===== src/rtl/ssfb_pkg.sv =====
package ssfb_pkg;

    // ------------------------------------------------------------------
    // Clock and timing
    // ------------------------------------------------------------------
    localparam int CLK_PERIOD_NS = 10;
    // Every half period is a multiple of 50 ms, so one shared tick
    // feeds all eight waveforms.
    localparam int TICK_PERIOD_MS = 50;
    localparam int TICK_CYCLES = TICK_PERIOD_MS * 1000000 / CLK_PERIOD_NS;
    localparam int TIMING_BITS = 8;
    localparam int HALF_PERIOD_MS [TIMING_BITS] =
        '{50, 100, 200, 400, 500, 1000, 2000, 4000};

    // ------------------------------------------------------------------
    // Register word indices (byte address is four times the index)
    // ------------------------------------------------------------------
    localparam logic [3:0] REG_TIMING = 4'h0;
    localparam logic [3:0] REG_PROG_ERR = 4'h1;
    localparam logic [3:0] REG_CAL_FIRST = 4'h2;
    localparam logic [3:0] REG_CAL_LAST = 4'h8;
    localparam logic [3:0] REG_CHECK = 4'h9;
    localparam logic [3:0] REG_IOMAP = 4'ha;
    localparam int CAL_REGS = 7;

    // ------------------------------------------------------------------
    // Field positions
    // ------------------------------------------------------------------
    localparam int TB_CONST0 = 14;
    localparam int TB_CONST1 = 15;
    localparam int TB_CARRY = 16;
    localparam int TB_ERF = 17;
    localparam int PE_ILLEGAL = 0;
    localparam int PE_BOUNDARY = 4;
    localparam int PE_DEST = 5;
    localparam int PE_PROG_PAR = 6;
    localparam int PE_DATA_PAR = 7;
    localparam int PE_DIV = 8;
    localparam int PE_BCD = 9;
    localparam int PE_TABLE = 10;
    localparam int PE_ENCODE = 11;
    localparam int PE_LABEL = 12;
    localparam int PE_NEST = 13;
    localparam logic [15:0] PE_FATAL_MASK = 16'h00c1;
    localparam logic [15:0] PE_WARN_MASK = 16'h3f30;
    localparam int CK_TRIGGER = 0;
    localparam int CK_SUMMARY = 1;
    localparam int CK_RESULT_LSB = 2;
    localparam int CK_SELECT = 15;
    localparam int IO_TRIGGER = 0;

    // ------------------------------------------------------------------
    // Reset and fill values
    // ------------------------------------------------------------------
    localparam logic [15:0] PERR_RESET = 16'h0000;
    localparam logic [15:0] CAL_RESET = 16'h0000;
    localparam logic [15:0] CAL_FAULT_VALUE = 16'h00ff;
    // Order: year, month, day, hour, minute, second, weekday
    localparam logic [7:0] CAL_LO [CAL_REGS] =
        '{8'h00, 8'h01, 8'h01, 8'h00, 8'h00, 8'h00, 8'h00};
    localparam logic [7:0] CAL_HI [CAL_REGS] =
        '{8'h99, 8'h12, 8'h31, 8'h23, 8'h59, 8'h59, 8'h06};

endpackage


===== src/rtl/ssfb_timing_gen.sv =====
`timescale 1ns/1ns
`default_nettype none
module ssfb_timing_gen
    import ssfb_pkg::*;
#(
    parameter int TICK_CYCLES_P = TICK_CYCLES
) (
    input wire logic i_mclk,
    input wire logic i_reset_n,
    input wire logic i_ce,
    input wire logic i_restart,
    output logic [TIMING_BITS-1:0] o_bits
);
    // ------------------------------------------------------------------
    // Shared 50 ms tick
    // ------------------------------------------------------------------
    logic [31:0] pre_reg;
    logic tick;
    assign tick = (pre_reg == 32'(TICK_CYCLES_P - 1));

    always_ff @(posedge i_mclk) begin
        if (!i_reset_n || (i_ce && i_restart)) begin
            pre_reg <= 32'h0;
        end else if (i_ce) begin
            pre_reg <= tick ? 32'h0 : pre_reg + 32'h1;
        end
    end

    // ------------------------------------------------------------------
    // Square waves, low half first
    // ------------------------------------------------------------------
    genvar g;
    generate
        for (g = 0; g < TIMING_BITS; g++) begin : g_wave
            localparam logic [6:0] HALF =
                7'(HALF_PERIOD_MS[g] / TICK_PERIOD_MS);
            logic [6:0] cnt_reg;
            logic bit_reg;
            always_ff @(posedge i_mclk) begin
                if (!i_reset_n || (i_ce && i_restart)) begin
                    cnt_reg <= 7'h0;
                    bit_reg <= 1'b0;
                end else if (i_ce && tick) begin
                    if (cnt_reg == HALF - 7'h1) begin
                        cnt_reg <= 7'h0;
                        bit_reg <= ~bit_reg;
                    end else begin
                        cnt_reg <= cnt_reg + 7'h1;
                    end
                end
            end
            assign o_bits[g] = bit_reg;
        end
    endgenerate

endmodule // ssfb_timing_gen
`default_nettype wire


===== src/rtl/ssfb_status_bank.sv =====
// Notes on behaviour
// - Eight square waves, low then high, periods 0.1 s up to 8.0 s.
// - Carry flag is writable and read/updated by carry arithmetic.
// - Instruction error flag sets on any execution error; writable.
// - Other bits of the timing word ignore writes.
// - Illegal opcode sets a fatal flag.
// - Indirect address and indirect destination errors set warnings.
// - Program and data memory parity errors set separate fatal flags.
// - Divide, BCD, table and encode errors set their own warnings.
// - Unregistered jump or call label sets a warning.
// - Nesting overflow of call, loop or master control sets a warning.
// - RUN entry clears all error and warning flags.
// - Software may write warning flags; fatal flags ignore writes.
// - Calendar values are two BCD digits in the low byte.
// - Calendar ranges: year 00-99, month 01-12, day 01-31, etc.
// - Weekday codes Sunday 00 through Saturday 06.
// - Bus writes to calendar registers have no effect.
// - Unreadable calendar loads every calendar register with 00ff.
// - Check runs when trigger set, at the selected scan point.
// - Pattern and four register mismatch flags; summary is their OR.
// - I/O error mapping runs while its trigger bit is set.
// - Timing select 0 checks before the program, 1 after.
//
// The Avalon-MM slave port and the address map were decided locally.
`timescale 1ns/1ns
`default_nettype none
module ssfb_status_bank
    import ssfb_pkg::*;
#(
    parameter int TICK_CYCLES_P = TICK_CYCLES
) (
    input wire logic i_mclk,
    input wire logic i_reset_n,
    input wire logic i_ce,
    input wire logic [3:0] i_avs_address,
    input wire logic i_avs_read,
    input wire logic i_avs_write,
    input wire logic [31:0] i_avs_writedata,
    input wire logic [3:0] i_avs_byteenable,
    output logic [31:0] o_avs_readdata,
    output logic o_avs_waitrequest,
    input wire logic i_run_mode,
    input wire logic i_carry_we,
    input wire logic i_carry_in,
    input wire logic i_err_illegal,
    input wire logic i_err_boundary,
    input wire logic i_err_dest,
    input wire logic i_err_prog_parity,
    input wire logic i_err_data_parity,
    input wire logic i_err_divide,
    input wire logic i_err_bcd,
    input wire logic i_err_table,
    input wire logic i_err_encode,
    input wire logic i_err_label,
    input wire logic i_err_nesting,
    input wire logic i_cal_update,
    input wire logic i_cal_fault,
    input wire logic [7:0] i_cal_year,
    input wire logic [7:0] i_cal_month,
    input wire logic [7:0] i_cal_day,
    input wire logic [7:0] i_cal_hour,
    input wire logic [7:0] i_cal_minute,
    input wire logic [7:0] i_cal_second,
    input wire logic [7:0] i_cal_weekday,
    input wire logic i_scan_pre,
    input wire logic i_scan_post,
    input wire logic i_check_done,
    input wire logic i_pattern_mismatch,
    input wire logic [3:0] i_reg_mismatch,
    output logic [TIMING_BITS-1:0] o_timing_bits,
    output logic o_carry_flag,
    output logic o_instruction_error_flag,
    output logic o_check_run,
    output logic o_io_error_map_run
);
    // ------------------------------------------------------------------
    // Helpers
    // ------------------------------------------------------------------
    function automatic logic bcd_ok(input logic [7:0] v,
                                    input logic [7:0] lo,
                                    input logic [7:0] hi);
        // BCD compares correctly as plain binary once digits are legal
        bcd_ok = (v[7:4] <= 4'h9) && (v[3:0] <= 4'h9) && (v >= lo)
                 && (v <= hi);
    endfunction

    function automatic logic [31:0] lane_mask(input logic [3:0] be);
        lane_mask = {{8{be[3]}}, {8{be[2]}}, {8{be[1]}}, {8{be[0]}}};
    endfunction

    // ------------------------------------------------------------------
    // State
    // ------------------------------------------------------------------
    logic wait_reg;
    logic [31:0] rdata_reg;
    logic run_prev_reg;
    logic carry_reg;
    logic erf_reg;
    logic [15:0] perr_reg;
    logic [15:0] cal_reg [CAL_REGS];
    logic check_trig_reg;
    logic check_sel_reg;
    logic [4:0] check_res_reg;
    logic check_run_reg;
    logic io_trig_reg;
    logic [TIMING_BITS-1:0] timing_bits;

    // ------------------------------------------------------------------
    // Bus decode
    // ------------------------------------------------------------------
    // One wait cycle on every access: answer at the second edge.
    wire req = i_avs_read || i_avs_write;
    wire wr_go = i_avs_write && !wait_reg;
    wire [31:0] wmask = lane_mask(i_avs_byteenable);
    wire hit_timing = (i_avs_address == REG_TIMING);
    wire hit_perr = (i_avs_address == REG_PROG_ERR);
    wire hit_check = (i_avs_address == REG_CHECK);
    wire hit_iomap = (i_avs_address == REG_IOMAP);
    wire hit_cal = (i_avs_address >= REG_CAL_FIRST)
                   && (i_avs_address <= REG_CAL_LAST);
    wire [2:0] cal_idx = 3'(i_avs_address - REG_CAL_FIRST);
    wire run_start = i_run_mode && !run_prev_reg;

    // ------------------------------------------------------------------
    // Error events
    // ------------------------------------------------------------------
    logic [15:0] ev_vec;
    always_comb begin
        ev_vec = 16'h0;
        ev_vec[PE_ILLEGAL] = i_err_illegal;
        ev_vec[PE_BOUNDARY] = i_err_boundary;
        ev_vec[PE_DEST] = i_err_dest;
        ev_vec[PE_PROG_PAR] = i_err_prog_parity;
        ev_vec[PE_DATA_PAR] = i_err_data_parity;
        ev_vec[PE_DIV] = i_err_divide;
        ev_vec[PE_BCD] = i_err_bcd;
        ev_vec[PE_TABLE] = i_err_table;
        ev_vec[PE_ENCODE] = i_err_encode;
        ev_vec[PE_LABEL] = i_err_label;
        ev_vec[PE_NEST] = i_err_nesting;
    end
    wire any_ev = |ev_vec;
    wire [15:0] warn_wmask = PE_WARN_MASK & wmask[15:0];
    wire perr_wr = wr_go && hit_perr;
    // Fatal bits never take bus data; a new event beats a bus clear, RUN entry beats both.
    wire [15:0] perr_written = perr_wr
        ? ((perr_reg & ~warn_wmask) | (i_avs_writedata[15:0] & warn_wmask))
        : perr_reg;
    wire [15:0] perr_next = run_start ? PERR_RESET
                          : (perr_written | ev_vec);

    wire tw_wr = wr_go && hit_timing;
    // Only carry and error flag are writable in the timing word.
    wire carry_bus = tw_wr && wmask[TB_CARRY];
    wire erf_bus = tw_wr && wmask[TB_ERF];
    wire carry_next = i_carry_we ? i_carry_in
                    : carry_bus ? i_avs_writedata[TB_CARRY]
                    : carry_reg;
    wire erf_next = run_start ? 1'b0
                  : any_ev ? 1'b1
                  : erf_bus ? i_avs_writedata[TB_ERF]
                  : erf_reg;

    // ------------------------------------------------------------------
    // Calendar capture
    // ------------------------------------------------------------------
    logic [7:0] cal_in [CAL_REGS];
    assign cal_in[0] = i_cal_year;
    assign cal_in[1] = i_cal_month;
    assign cal_in[2] = i_cal_day;
    assign cal_in[3] = i_cal_hour;
    assign cal_in[4] = i_cal_minute;
    assign cal_in[5] = i_cal_second;
    assign cal_in[6] = i_cal_weekday;
    logic [CAL_REGS-1:0] cal_valid;
    genvar g;
    generate
        for (g = 0; g < CAL_REGS; g++) begin : g_calchk
            assign cal_valid[g] = bcd_ok(cal_in[g], CAL_LO[g],
                                         CAL_HI[g]);
        end
    endgenerate
    // Out-of-range data is treated as an unreadable chip.
    wire cal_bad = i_cal_fault || (i_cal_update && !(&cal_valid));

    // ------------------------------------------------------------------
    // Check and mapping triggers
    // ------------------------------------------------------------------
    wire ck_wr = wr_go && hit_check;
    wire io_wr = wr_go && hit_iomap;
    wire check_fire = check_trig_reg && ((i_scan_pre && !check_sel_reg)
                      || (i_scan_post && check_sel_reg));

    // ------------------------------------------------------------------
    // Read mux
    // ------------------------------------------------------------------
    logic [31:0] rd_word;
    always_comb begin
        rd_word = 32'h0;
        if (hit_timing) begin
            rd_word[TIMING_BITS-1:0] = timing_bits;
            rd_word[TB_CONST0] = 1'b0;
            rd_word[TB_CONST1] = 1'b1;
            rd_word[TB_CARRY] = carry_reg;
            rd_word[TB_ERF] = erf_reg;
        end else if (hit_perr) begin
            rd_word[15:0] = perr_reg;
        end else if (hit_cal) begin
            rd_word[15:0] = cal_reg[cal_idx];
        end else if (hit_check) begin
            rd_word[CK_TRIGGER] = check_trig_reg;
            rd_word[CK_SUMMARY] = |check_res_reg;
            rd_word[CK_RESULT_LSB +: 5] = check_res_reg;
            rd_word[CK_SELECT] = check_sel_reg;
        end else if (hit_iomap) begin
            rd_word[IO_TRIGGER] = io_trig_reg;
        end
    end

    // ------------------------------------------------------------------
    // Registers
    // ------------------------------------------------------------------
    always_ff @(posedge i_mclk) begin
        if (!i_reset_n) begin
            wait_reg <= 1'b1;
            rdata_reg <= 32'h0;
            run_prev_reg <= 1'b0;
        end else if (i_ce) begin
            wait_reg <= !(req && wait_reg);
            rdata_reg <= (i_avs_read && wait_reg) ? rd_word : rdata_reg;
            run_prev_reg <= i_run_mode;
        end
    end

    always_ff @(posedge i_mclk) begin
        if (!i_reset_n) begin
            carry_reg <= 1'b0;
            erf_reg <= 1'b0;
            perr_reg <= PERR_RESET;
        end else if (i_ce) begin
            carry_reg <= carry_next;
            erf_reg <= erf_next;
            perr_reg <= perr_next;
        end
    end

    // Bus writes never reach the calendar store.
    always_ff @(posedge i_mclk) begin
        if (!i_reset_n) begin
            for (int i = 0; i < CAL_REGS; i++) begin
                cal_reg[i] <= CAL_RESET;
            end
        end else if (i_ce && cal_bad) begin
            for (int i = 0; i < CAL_REGS; i++) begin
                cal_reg[i] <= CAL_FAULT_VALUE;
            end
        end else if (i_ce && i_cal_update) begin
            for (int i = 0; i < CAL_REGS; i++) begin
                cal_reg[i] <= {8'h00, cal_in[i]};
            end
        end
    end

    always_ff @(posedge i_mclk) begin
        if (!i_reset_n) begin
            check_trig_reg <= 1'b0;
            check_sel_reg <= 1'b0;
            check_res_reg <= 5'h0;
            check_run_reg <= 1'b0;
            io_trig_reg <= 1'b0;
        end else if (i_ce) begin
            if (ck_wr && wmask[CK_TRIGGER]) begin
                check_trig_reg <= i_avs_writedata[CK_TRIGGER];
            end
            if (ck_wr && wmask[CK_SELECT]) begin
                check_sel_reg <= i_avs_writedata[CK_SELECT];
            end
            if (i_check_done) begin
                check_res_reg <= {i_reg_mismatch,
                                  i_pattern_mismatch};
            end
            check_run_reg <= check_fire;
            if (io_wr && wmask[IO_TRIGGER]) begin
                io_trig_reg <= i_avs_writedata[IO_TRIGGER];
            end
        end
    end

    // ------------------------------------------------------------------
    // Timing waves
    // ------------------------------------------------------------------
    ssfb_timing_gen #(
        .TICK_CYCLES_P(TICK_CYCLES_P)
    ) u_timing (
        .i_mclk(i_mclk),
        .i_reset_n(i_reset_n),
        .i_ce(i_ce),
        .i_restart(run_start),
        .o_bits(timing_bits)
    );

    assign o_timing_bits = timing_bits;
    assign o_avs_readdata = rdata_reg;
    assign o_avs_waitrequest = wait_reg;
    assign o_carry_flag = carry_reg;
    assign o_instruction_error_flag = erf_reg;
    assign o_check_run = check_run_reg;
    assign o_io_error_map_run = io_trig_reg;
endmodule // ssfb_status_bank
`default_nettype wire


===== config.mk =====
export PLATFORM = sky130hd
export DESIGN_NAME = ssfb_status_bank
export DESIGN_NICKNAME = d
export VERILOG_FILES = /design/src/rtl/ssfb_pkg.sv /design/src/rtl/ssfb_timing_gen.sv /design/src/rtl/ssfb_status_bank.sv
export SDC_FILE = /design/constraint.sdc
export NUM_CORES = 1
export LEC_CHECK = 0
export BUFFER_PORTS_ARGS = -buffer_cell sky130_fd_sc_hd__buf_2
export CAP_MARGIN = 20
export CORE_MARGIN = 5
export CORE_UTILIZATION = 30
export CTS_CLUSTER_DIAMETER = 60
export DETAILED_ROUTE_END_ITERATION = 6
export GPL_TIMING_DRIVEN = 1
export PLACE_DENSITY_LB_ADDON = 0.05
export SLEW_MARGIN = 15
export SYNTH_ARGS = -nofsm -noshare
export SYNTH_HDL_FRONTEND = slang
export SYNTH_SLANG_ARGS = --single-unit

===== constraint.sdc =====
create_clock -name i_mclk -period 6.3 [get_ports i_mclk]
set_input_delay 0.315 -clock i_mclk [delete_from_list [all_inputs] [get_ports i_mclk]]
set_output_delay 0.315 -clock i_mclk [all_outputs]
set_load 0.01 [all_outputs]

==> results of run 1 <==
==> worst reg2reg max path, stage by stage, from the launching register on <==
cell and delay, ps:
dfxtp_1 420, ha_1 280, nand2_1 130, or4_4 580, or3_1 350, buf_4 320
o21ai_0 610, nor2_1 110
==> cells by family (layout without fill, tap and decap cells) <==
| logic type | count (synthesis) | count (layout) | share of synthesized area [%] |
|---|---|---|---|
| adders and majority gates | 13 | 13 | 1.71 |
| DFF | 194 | 194 | 45.8 |
| other | 1 | 14 | 0.0394 |
| and+or+nand+nor | 395 | 395 | 22.5 |
| AOI/OAI and AO/OA | 276 | 276 | 17.5 |
| buffers and inverters | 110 | 204 | 5.42 |
| xor gates and xnor gates | 29 | 29 | 2.67 |
| muxes | 30 | 30 | 4.23 |
==> per-layer routing <==
layer / up-vias / GRT usage [%] / routed length (µm)
li1: 3992 / - / -
met2: 128 / 25.8 / 13200
met1: 3753 / 19.9 / 12900
met4: 2 / 3.87 / 316
met3: 20 / 3.33 / 950
met5: - / 0 / 9
==> stage by stage <==
step / total power (W) / hold slack [ps] / utilization [%]
CTS: 0.00283 / 116 / 35.2
finish: 0.00278 / 140 / 35.2
floorplan: 0.00150 / 421 / -
global placement: 0.00159 / 441 / 33.1
detailed placement: 0.00160 / 441 / 33.1
global route: 0.00290 / 134 / 35.2
==> cells in the final DEF, fill, tap and decap left out, drive strengths merged, types with 8 or more instances in the layout <==
| cell | synthesis | layout |
|---|---|---|
| dfxtp | 146 | 146 |
| buf | 36 | 145 |
| a21oi | 96 | 96 |
| o21ai | 78 | 78 |
| nor2 | 74 | 74 |
| nand2 | 74 | 74 |
| edfxtp | 48 | 48 |
| nand3 | 44 | 44 |
| or3 | 37 | 37 |
| o21a | 34 | 34 |
| inv | 27 | 28 |
| nand4 | 24 | 24 |
| mux2i | 20 | 20 |
| nor4 | 20 | 20 |
| clkbuf | 47 | 20 |
| and2 | 19 | 19 |
| and3 | 17 | 17 |
| xor2 | 17 | 17 |
| or4 | 16 | 16 |
| nor3 | 15 | 15 |
| a21boi | 15 | 15 |
| nor2b | 14 | 14 |
| conb | 1 | 14 |
| o31ai | 13 | 13 |
| ha | 13 | 13 |
| xnor2 | 12 | 12 |
| a22oi | 8 | 8 |
| mux4 | 8 | 8 |
| nand3b | 8 | 8 |
==> area by class of cell <==
class	count	area (µm²)
clock buffers	20	479
inverters	27	101
clock inverters	12	174
repair buffers	145	761
flip-flops and latches	194	4360
fillers	3244	20400
multi-input cells	757	4700
well taps	402	503
==> Yosys cell counts (3+ instances only) <==
| cell | count |
|---|---|
| a211o_1 | 4 |
| a211oi_1 | 5 |
| a21boi_0 | 15 |
| a21oi_1 | 96 |
| a221oi_1 | 5 |
| a22oi_1 | 8 |
| and2_1 | 18 |
| and3_1 | 17 |
| and3b_1 | 3 |
| and4_1 | 5 |
| buf_1 | 8 |
| buf_2 | 4 |
| buf_4 | 22 |
| clkbuf_1 | 47 |
| dfxtp_1 | 146 |
| edfxtp_1 | 48 |
| ha_1 | 13 |
| inv_1 | 27 |
| mux2i_1 | 20 |
| mux4_2 | 8 |
| nand2_1 | 74 |
| nand2b_1 | 7 |
| nand3_1 | 44 |
| nand3b_1 | 8 |
| nand4_1 | 23 |
| nand4b_1 | 7 |
| nor2_1 | 74 |
| nor2b_1 | 14 |
| nor3_1 | 15 |
| nor4_1 | 20 |
| nor4b_1 | 3 |
| o21a_1 | 34 |
| o21ai_0 | 77 |
| o31ai_1 | 13 |
| or3_1 | 35 |
| or4_1 | 15 |
| xnor2_1 | 12 |
| xor2_1 | 17 |
==> worst max-delay path by stage <==
stage	depth (start not counted)	to	startpoint	slack [ps]
final	7	u_timing.g_wave[3].cnt_reg[6]	u_timing.pre_reg[0]	3380
after global routing	6	u_timing.g_wave[3].cnt_reg[0]	u_timing.pre_reg[14]	3140
after CTS	6	u_timing.g_wave[3].cnt_reg[0]	u_timing.pre_reg[14]	3350
after detailed placement	8	u_timing.g_wave[3].cnt_reg[4]	i_ce	3050
after global placement	8	u_timing.g_wave[3].cnt_reg[0]	i_ce	3050
after floorplan	8	u_timing.g_wave[1].cnt_reg[3]	u_timing.pre_reg[0]	3780
==> report_power, final <==
group	leakage, nW	internal [W]	switching (W)
sequential	1.68	0.00133	0.0000191
combinational	1.99	0.0000862	0.000131
clock	0.312	0.000712	0.000509
==> results.tsv, run 1 <==
metric	value	unit
r2r setup slk	3380	ps
number of global-route vias before repair	7830	
Synth Flop Type	dfxtp_1	
DR vias	7895	
Die H	188	µm
Syn. warnings	0	
largest area contributor in the netlist	dfxtp_1	
Worst EP required	6610	ps
minimum clock period	2920	ps
CP cell instances	ha_1 -> nand2_1 -> or4_4 -> or3_1 -> buf_4 -> o21ai_0 -> nor2_1	
worst flop-to-flop path endpoint	u_timing.g_wave[3].cnt_reg[6]	
VDD IR max	194	µV
Min-Delay Endpoint	perr_reg[0]	
initial DRC count	350	
Worst R2R Start	u_timing.pre_reg[0]	
Slew @ Worst Pin	954	ps
DR DRC count	0	
Synth Register Bits	194	
GRT Overall Usage	15.3	%
RSZ-0062 raised after global routing	no	
hold-fix buffer count after cts	0	
Post-Syn Area	0.00952	mm²
placed cell count	1525	
final hold viol count	0	
clock sink total	194	
Post-Syn Instances	1048	
Pleak	3.98	nW
Crit Path Max Fanout	59	
CTS root buffer	clkbuf_16	
core area	0.0315	mm²
fin. max-slew vios	0	
Synth top area share	30.7	%
Final Cell Area	0.0111	mm²
crit start category	flop	
layout cells sized above 1	17.0	%
Async SR Flop Fraction	0	%
Non-Filler Instances	1557	
pre-CTS WS	3050	ps
Clock Tree Buf Depth	2	
gr ovfl total	0	
Min-Delay Path Depth	3	
Reg2Reg Depth	7	
die footprint	0.0354	mm²
Placer Congestion	0.771	
HPWL Detailed	18.7	mm
clock latency on the worst-skew pair	450	ps
num rows	65	
antenna violations before repair	1	
Antenna diodes	0	
Starting Density	30.2	%
setup_tns	0	ps
Syn Area/Cell	9.08	µm²
TritonCTS buffer count	17	
DRT antenna net count	0	
Worst Path Buf+Inv	1	
largest net degree at the start of global routing	65	
num ports	170	
Netlist cell types	65	
# nets final	1280	
CP max-delay cell	o21ai_0	
IO Port Bufs	134	
final WL	27.4	mm
H-tree Lvls	4	
worst hold path class	primary input to flop	
CP peak stage delay	590	ps
first-pass GRT wire length	43.4	mm
number of iterations in the first detailed-routing pass	5	
Data arrival, critical path	3230	ps
Clock Skew	12.7	ps
max-cap viol count	0	
clk slew on worst S/H paths	80	ps
ranking of synthesized cells by area	dfxtp_1 (31%), edfxtp_1 (15%), a21oi_1 (5.0%), o21ai_0 (4.0%), nand2_1 (2.9%)	
Synth-to-Final Area Change	16.4	%
Slew HR	36.4	%
fmax	343	MHz
outcome	finished, final reports clean	
Crit. End Element	flop	
Final setup viols	0	
dpl cell area	0.0104	mm²
Via density	5.07	
Die W	188	µm
sequential share of the synthesized area	45.8	%
critical path class	flop to flop	
Post-CTS Setup Inserts	0	
routed length per instance	17.6	µm
CTS-repair resized insts	0	
EDFF count, synth	48	
Tcrit/Tclk final	46.3	%
PD cells	251	mW/mm²
CTS tree	yes	
Top Family by Delay on Critical Path	simple AND/OR/NAND/NOR gates	
Worst Hold Launch	i_err_illegal	
setup ws final	3380	ps
Power figures use the tool's default switching activity.
==> inputs of run 2 (changes only) <==
--- a/config.mk
+++ b/config.mk
@@ -5,6 +5,7 @@
 export SDC_FILE = /design/constraint.sdc
 export NUM_CORES = 1
 export LEC_CHECK = 0
+export ABC_AREA = 1
 export BUFFER_PORTS_ARGS = -buffer_cell sky130_fd_sc_hd__buf_2
 export CAP_MARGIN = 20
 export CORE_MARGIN = 5
==> constraint.sdc (replaced) <==
create_clock -name i_mclk -period 2.4 [get_ports i_mclk]
set_input_delay 0.12 -clock i_mclk [delete_from_list [all_inputs] [get_ports i_mclk]]
set_output_delay 0.12 -clock i_mclk [all_outputs]
set_load 0.01 [all_outputs]
==> results.tsv, run 2 <==
metric	value	unit	change
Pleak	5.24	nW	+32%
r2r setup slk	390	ps	-2990 ps
Final Cell Area	0.0125	mm²	+12%
CTS root buffer	clkbuf_16		
Tcrit/Tclk final	83.6	%	+37 points
critical path class	flop to flop		
Crit Path Max Fanout	14		-76%
Switching Share	26.7	%	+3.0 points
Placer Congestion	0.769		-0.23%
Antenna diodes	0		unchanged
number of iterations in the first detailed-routing pass	5		unchanged
Clock Tree Buf Depth	2		unchanged
CTS-repair resized insts	0		unchanged
sequential share of the synthesized area	41.5	%	-4.4 points
initial DRC count	460		+31%
clock sink total	194		unchanged
Starting Density	30.4	%	+0.14 points
logic gate share of total power	9.7	%	+1.9 points
Die W	197	µm	+4.9%
Syn Area/Cell	7.21	µm²	-21%
Post-CTS Setup Inserts	0		unchanged
setup_tns	0	ps	unchanged
commonest non-fill, non-tap cell in the layout	nand2_1		
Psw	0.00190	W	+190%
Min-Delay Path Depth	3		unchanged
Crit. End Element	flop		
Sequential Power Share	49.9	%	+1.6 points
CP startpoint	u_timing.pre_reg[0]		
dpl cell area	0.0116	mm²	+11%
crit start category	flop		
Data arrival, critical path	2330	ps	-900 ps
die footprint	0.0389	mm²	+10%
layout cells sized above 1	15.1	%	-1.9 points
worst flop-to-flop path endpoint	u_timing.g_wave[0].cnt_reg[1]		
num ports	170		unchanged
CP max-delay cell	dfxtp_1		
number of global-route vias before repair	9469		+21%
Async SR Flop Fraction	0	%	unchanged
DR vias	9472		+20%
H-tree Lvls	4		unchanged
outcome	finished, final reports clean		
final WL	30.7	mm	+12%
# nets final	1743		+36%
CP cell instances	ha_1 -> inv_2 -> nor2_2 -> inv_2 -> nor2_1 -> nand3b_4 -> nor2_8 -> nor2_4 -> inv_2 -> o21ai_0		
Via density	4.57		-9.9%
antenna violations before repair	1		unchanged
Post-Syn Area	0.0105	mm²	+11%
final hold viol count	0		unchanged
most instantiated cells after synthesis	nand2_1 (319), nor2_1 (192), inv_1 (155)		
minimum clock period	2010	ps	-911 ps
core area	0.0346	mm²	+10%
Synth Flop Type	dfxtp_1		
Syn. warnings	0		unchanged
CTS tree	yes		
Worst Hold Launch	i_cal_day[3]		
Worst R2R Start	u_timing.pre_reg[0]		
fin util	36.0	%	+0.77 points
Synth top area share	27.8	%	-2.9 points
Final setup viols	0		unchanged
cell with the most instances after synthesis	nand2_1		
GRT Overall Usage	15.9	%	+0.66 points
Worst EP required	2730	ps	-3880 ps
worst hold path class	primary input to flop		
Worst Path Buf+Inv	3		+2
num rows	68		+4.6%
Reg2Reg Depth	10		+3
Min-Delay Endpoint	cal_reg[2][3]		
Clock Skew	15.6	ps	+2.84 ps
first-pass GRT wire length	50.3	mm	+16%
Pint	0.00522	W	+150%
Die H	197	µm	+4.9%
HPWL Detailed	22.8	mm	+22%
cell mode on critical path	inv_2		
CP peak stage delay	430	ps	-160 ps
RSZ-0062 raised after global routing	no		
gr ovfl total	0		unchanged
Clk network pwr share	40.4	%	-3.5 points
clock latency on the worst-skew pair	450	ps	about the same
ranking of synthesized cells by area	dfxtp_1 (28%), edfxtp_1 (14%), nand2_1 (11%), nor2_1 (6.8%), inv_1 (5.5%)		
DR DRC count	0		unchanged
clk slew on worst S/H paths	70	ps	about the same
Netlist cell types	51		-22%
PD cells	572	mW/mm²	+130%
EDFF count, synth	48		unchanged
fin. max-slew vios	0		unchanged
number of fill cells	3756		+16%
Synth Register Bits	194		unchanged
most frequent cells in the layout	nand2_1 (318), nor2_1 (192), inv_1 (155)		
TritonCTS buffer count	17		unchanged
Post-Syn Instances	1460		+39%
Top Family by Delay on Critical Path	simple AND/OR/NAND/NOR gates		
largest net degree at the start of global routing	48		-26%
Slew @ Worst Pin	540	ps	-413 ps
max-cap viol count	0		unchanged
routed length per instance	14.8	µm	-16%
DRT antenna net count	0		unchanged
IO Port Bufs	134		unchanged
VDD IR max	491	µV	+150%
largest area contributor in the netlist	dfxtp_1		
Synth-to-Final Area Change	18.4	%	
Slew HR	63.7	%	+27 points
fmax	498	MHz	+45%
==> run 2: cell types whose count changed after synthesis, sizes merged, moves of 29 or more <==
cell	delta
o21a	-29
nand3	+66
nand2	+251
inv	+136
or3	-37
nor2	+129
==> run 2: metal layers <==
metal | GRT usage, % | share of wire, % | vias up
met5 | 0 | 0.042 | -
met4 | 4.08 | 1.8 | 2
met3 | 3.02 | 2.9 | 30
met2 | 26.9 | 47 | 135
met1 | 21.1 | 48 | 4287
li1 | - | - | 5018
==> run 2: worst reg2reg max path, stage by stage, from the launching register on <==
cell and delay [ps]:
dfxtp_1 430, ha_1 220, inv_2 50, nor2_2 100
inv_2 60, nor2_1 170, nand3b_4 140, nor2_8 250
nor2_4 150, inv_2 230, o21ai_0 100
==> run 2: layout make-up <==
class	count	area, µm²	area share [%]
Clock buffer	17	425	3.42
Clock inverter	15	150	1.21
Inverter	165	621	4.98
Multi-Input combinational cell	1032	5090	40.9
Sequential cell	194	4360	35.0
Tap cell	455	569	4.57
Timing Repair Buffer	195	1230	9.88
==> run 2: cells by family after synthesis <==
| logic type | share of synthesized area [%] |
|---|---|
| fa+ha+maj | 1.55 |
| simple gates | 31.7 |
| buf+inv | 10.6 |
| compound gates | 10.7 |
| xor+xnor | 3.91 |
| other cells | 0.0356 |
| flops | 41.5 |
==> run 2: how the worst max path moves through the flow <==
stage                                               end  slack (ps)  cells after the start
after floorplan                           cal_reg[1][0]         470                      6
after global placement    u_timing.g_wave[0].cnt_reg[1]         330                     10
after detailed placement  u_timing.g_wave[0].cnt_reg[1]         320                     10
after CTS                 u_timing.g_wave[0].cnt_reg[1]         310                     10
after global routing                      cal_reg[0][7]         160                     12
final                     u_timing.g_wave[0].cnt_reg[1]         390                     10
==> run 2: power groups by stage <==
stage / registers (W) / clock network [W] / logic, W
3_3_place_gp: 0.00363 / 0 / 0.000668
4_1_cts: 0.00356 / 0.00298 / 0.000707
2_1_floorplan: 0.00362 / 0 / 0.000392
5_1_grt: 0.00357 / 0.00310 / 0.000783
3_5_place_dp: 0.00364 / 0 / 0.000668
6_report: 0.00356 / 0.00288 / 0.000693
==> run 2: timing repair <==
item,in CTS,in global routing
endpoints found under the hold margin,31,0
endpoints found under the setup margin,0,0
hold buffers,31,0
==> run 2: metrics by stage <==
| stage | hold WS, ps | instances | setup slack (ps) | power, W |
|---|---|---|---|---|
| floorplan | 276 | 1473 | 475 | 0.00401 |
| global placement | 382 | 2010 | 327 | 0.00430 |
| detailed placement | 390 | 2010 | 324 | 0.00430 |
| CTS | 2.16 | 2073 | 314 | 0.00725 |
| global route | 34.1 | 2073 | 162 | 0.00746 |
| finish | 21.6 | 2073 | 393 | 0.00713 |
==> inputs of run 3 (changes only) <==
--- a/config.mk
+++ b/config.mk
@@ -5,7 +5,7 @@
 export SDC_FILE = /design/constraint.sdc
 export NUM_CORES = 1
 export LEC_CHECK = 0
-export ABC_AREA = 1
+export ABC_AREA = 0
 export BUFFER_PORTS_ARGS = -buffer_cell sky130_fd_sc_hd__buf_2
 export CAP_MARGIN = 20
 export CORE_MARGIN = 5
==> constraint.sdc (replaced) <==
create_clock -name i_mclk -period 1.7 [get_ports i_mclk]
set_input_delay 0.085 -clock i_mclk [delete_from_list [all_inputs] [get_ports i_mclk]]
set_output_delay 0.085 -clock i_mclk [all_outputs]
set_load 0.01 [all_outputs]
==> results.tsv, run 3 (synthesis results as in run 1) <==
metric	value	unit	change
num rows	65		-4.4%
busiest grt layer	met2		
logic gate share of total power	10.4	%	+0.7 points
Clock Tree Buf Depth	2		unchanged
clock sink total	194		unchanged
RSZ-0062 raised after global routing	yes		
met2 usage	28.2	%	+1.3 points
max-cap viol count	0		unchanged
Starting Density	30.2	%	-0.14 points
HPWL Detailed	20.5	mm	-10%
Die H	188	µm	-4.6%
die footprint	0.0354	mm²	-9.1%
largest net degree at the start of global routing	41		-15%
number of iterations in the first detailed-routing pass	5		unchanged
Sequential Power Share	47.9	%	-2.0 points
VDD IR max	687	µV	+40%
number of fill cells	3149		-16%
Clk network pwr share	41.7	%	+1.3 points
clock latency on the worst-skew pair	450	ps	about the same
met1 Use GR	21.8	%	+0.76 points
DR vias	8682		-8.3%
Antenna diodes	0		unchanged
Crit Path Max Fanout	11		-3
most frequent cells in the layout	dfxtp_1 (138), buf_2 (132), buf_4 (131)		
outcome	complete, but fails checks		
# nets final	1494		-14%
crit start category	flop		
IO Port Bufs	134		unchanged
pre-CTS WS	-629	ps	-953 ps
Switching Share	24.5	%	-2.1 points
minimum clock period	2220	ps	+209 ps
DR DRC count	0		unchanged
number of global-route vias before repair	8875		-6.3%
register area	0.00438	mm²	+0.34%
PD cells	770	mW/mm²	+35%
Crit. End Element	flop		
DRT antenna net count	0		unchanged
Tcrit/Tclk final	130	%	+47 points
Final setup viols	96		+96
critical path class	flop to flop		
final hold viol count	0		unchanged
Placer Congestion	0.763		-0.78%
first-pass GRT wire length	47.6	mm	-5.3%
Via density	4.90		+7.3%
Clock Skew	16.0	ps	+0.471 ps
worst hold slack	32.4	ps	+10.7 ps
fmax	451	MHz	-9.4%
commonest non-fill, non-tap cell in the layout	dfxtp_1		
CTS tree	yes		
CTS root buffer	clkbuf_16		
Worst EP required	2080	ps	-650 ps
routed length per instance	16.8	µm	+14%
fin util	42.9	%	+7.0 points
core area	0.0315	mm²	-9.1%
Die W	188	µm	-4.6%
initial DRC count	374		-19%
final WL	29.8	mm	-2.9%
Pleak	5.19	nW	-0.98%
Pint	0.00785	W	+50%
Synth-to-Final Area Change	42.0	%	
setup ws final	-516	ps	-909 ps
fin. max-slew vios	0		unchanged
layout cells sized above 1	31.3	%	+16 points
area of the multi-input gates	0.00513	mm²	+0.61%
TritonCTS buffer count	17		unchanged
GRT Overall Usage	16.7	%	+0.75 points
H-tree Lvls	4		unchanged
num ports	170		unchanged
worst hold path class	primary input to flop		
Data arrival, critical path	2590	ps	+260 ps
failing checks	setup timing		
met3 global-route usage	3.43	%	+0.41 points
clk slew on worst S/H paths	70	ps	about the same
antenna violations before repair	1		unchanged
Psw	0.00255	W	+34%
gr ovfl total	0		unchanged
## run 3: final cells by class
type / count / share of cell area, %
sequential: 194 / 32.4
inverter: 27 / 0.750
multi-input combinational: 760 / 37.9
tap: 402 / 3.72
clock buffer: 19 / 3.28
timing repair buffer: 356 / 20.6
clock inverter: 13 / 1.27
## run 3: repair_timing
| item | CTS | global route |
|---|---|---|
| resized for setup | 40 | 74 |
| buffers inserted | 6 | 5 |
| endpoints found under the hold margin | 50 | 0 |
| endpoints found under the setup margin | 96 | 131 |
| hold buffers | 63 | 0 |
| pin swaps | 15 | 11 |
| cloned | 4 | 4 |
## run 3: worst paths after layout
check	from	cells past startpoint	end	slack (ps)
hold reg to reg	perr_reg[12]	2	perr_reg[12]	450
setup / recovery	u_timing.pre_reg[4]	6	u_timing.g_wave[1].cnt_reg[6]	-520
setup reg to reg	u_timing.pre_reg[4]	6	u_timing.g_wave[1].cnt_reg[6]	-520
hold / removal	i_check_done	3	check_res_reg[1]	30
## run 3: power groups by stage
stage / logic, W / registers [W] / clock network [W]
2_1_floorplan: 0.000499 / 0.00508 / 0
3_3_place_gp: 0.000962 / 0.00510 / 0
3_5_place_dp: 0.000960 / 0.00509 / 0
4_1_cts: 0.00108 / 0.00499 / 0.00446
5_1_grt: 0.00119 / 0.00501 / 0.00466
6_report: 0.00108 / 0.00498 / 0.00433
## run 3: through the flow
| stage | instance area [µm²] | power (W) | setup TNS (ps) | cells |
|---|---|---|---|---|
| global route | 13500 | 0.0109 | -42750 | 1771 |
| finish | 13500 | 0.0104 | -34620 | 1771 |
| CTS | 13100 | 0.0105 | -35660 | 1764 |
| detailed placement | 11600 | 0.00605 | -48090 | 1660 |
| global placement | 11600 | 0.00606 | -51300 | 1660 |
| floorplan | 9740 | 0.00558 | -44940 | 1061 |
## run 3: critical path, stage by stage, from the launching register on
cell,delay [ps]
dfxtp_2,350
nand4_4,100
or4_4,610
or3_4,400
buf_12,170
or4_1,390
a21oi_1,120
## run 3: metal layers
metal | vias up | share of wire (%)
li1 | 4420 | -
met1 | 4090 | 47
met2 | 145 | 49
met3 | 25 | 3.0
met4 | 2 | 1.3
met5 | - | 0.044
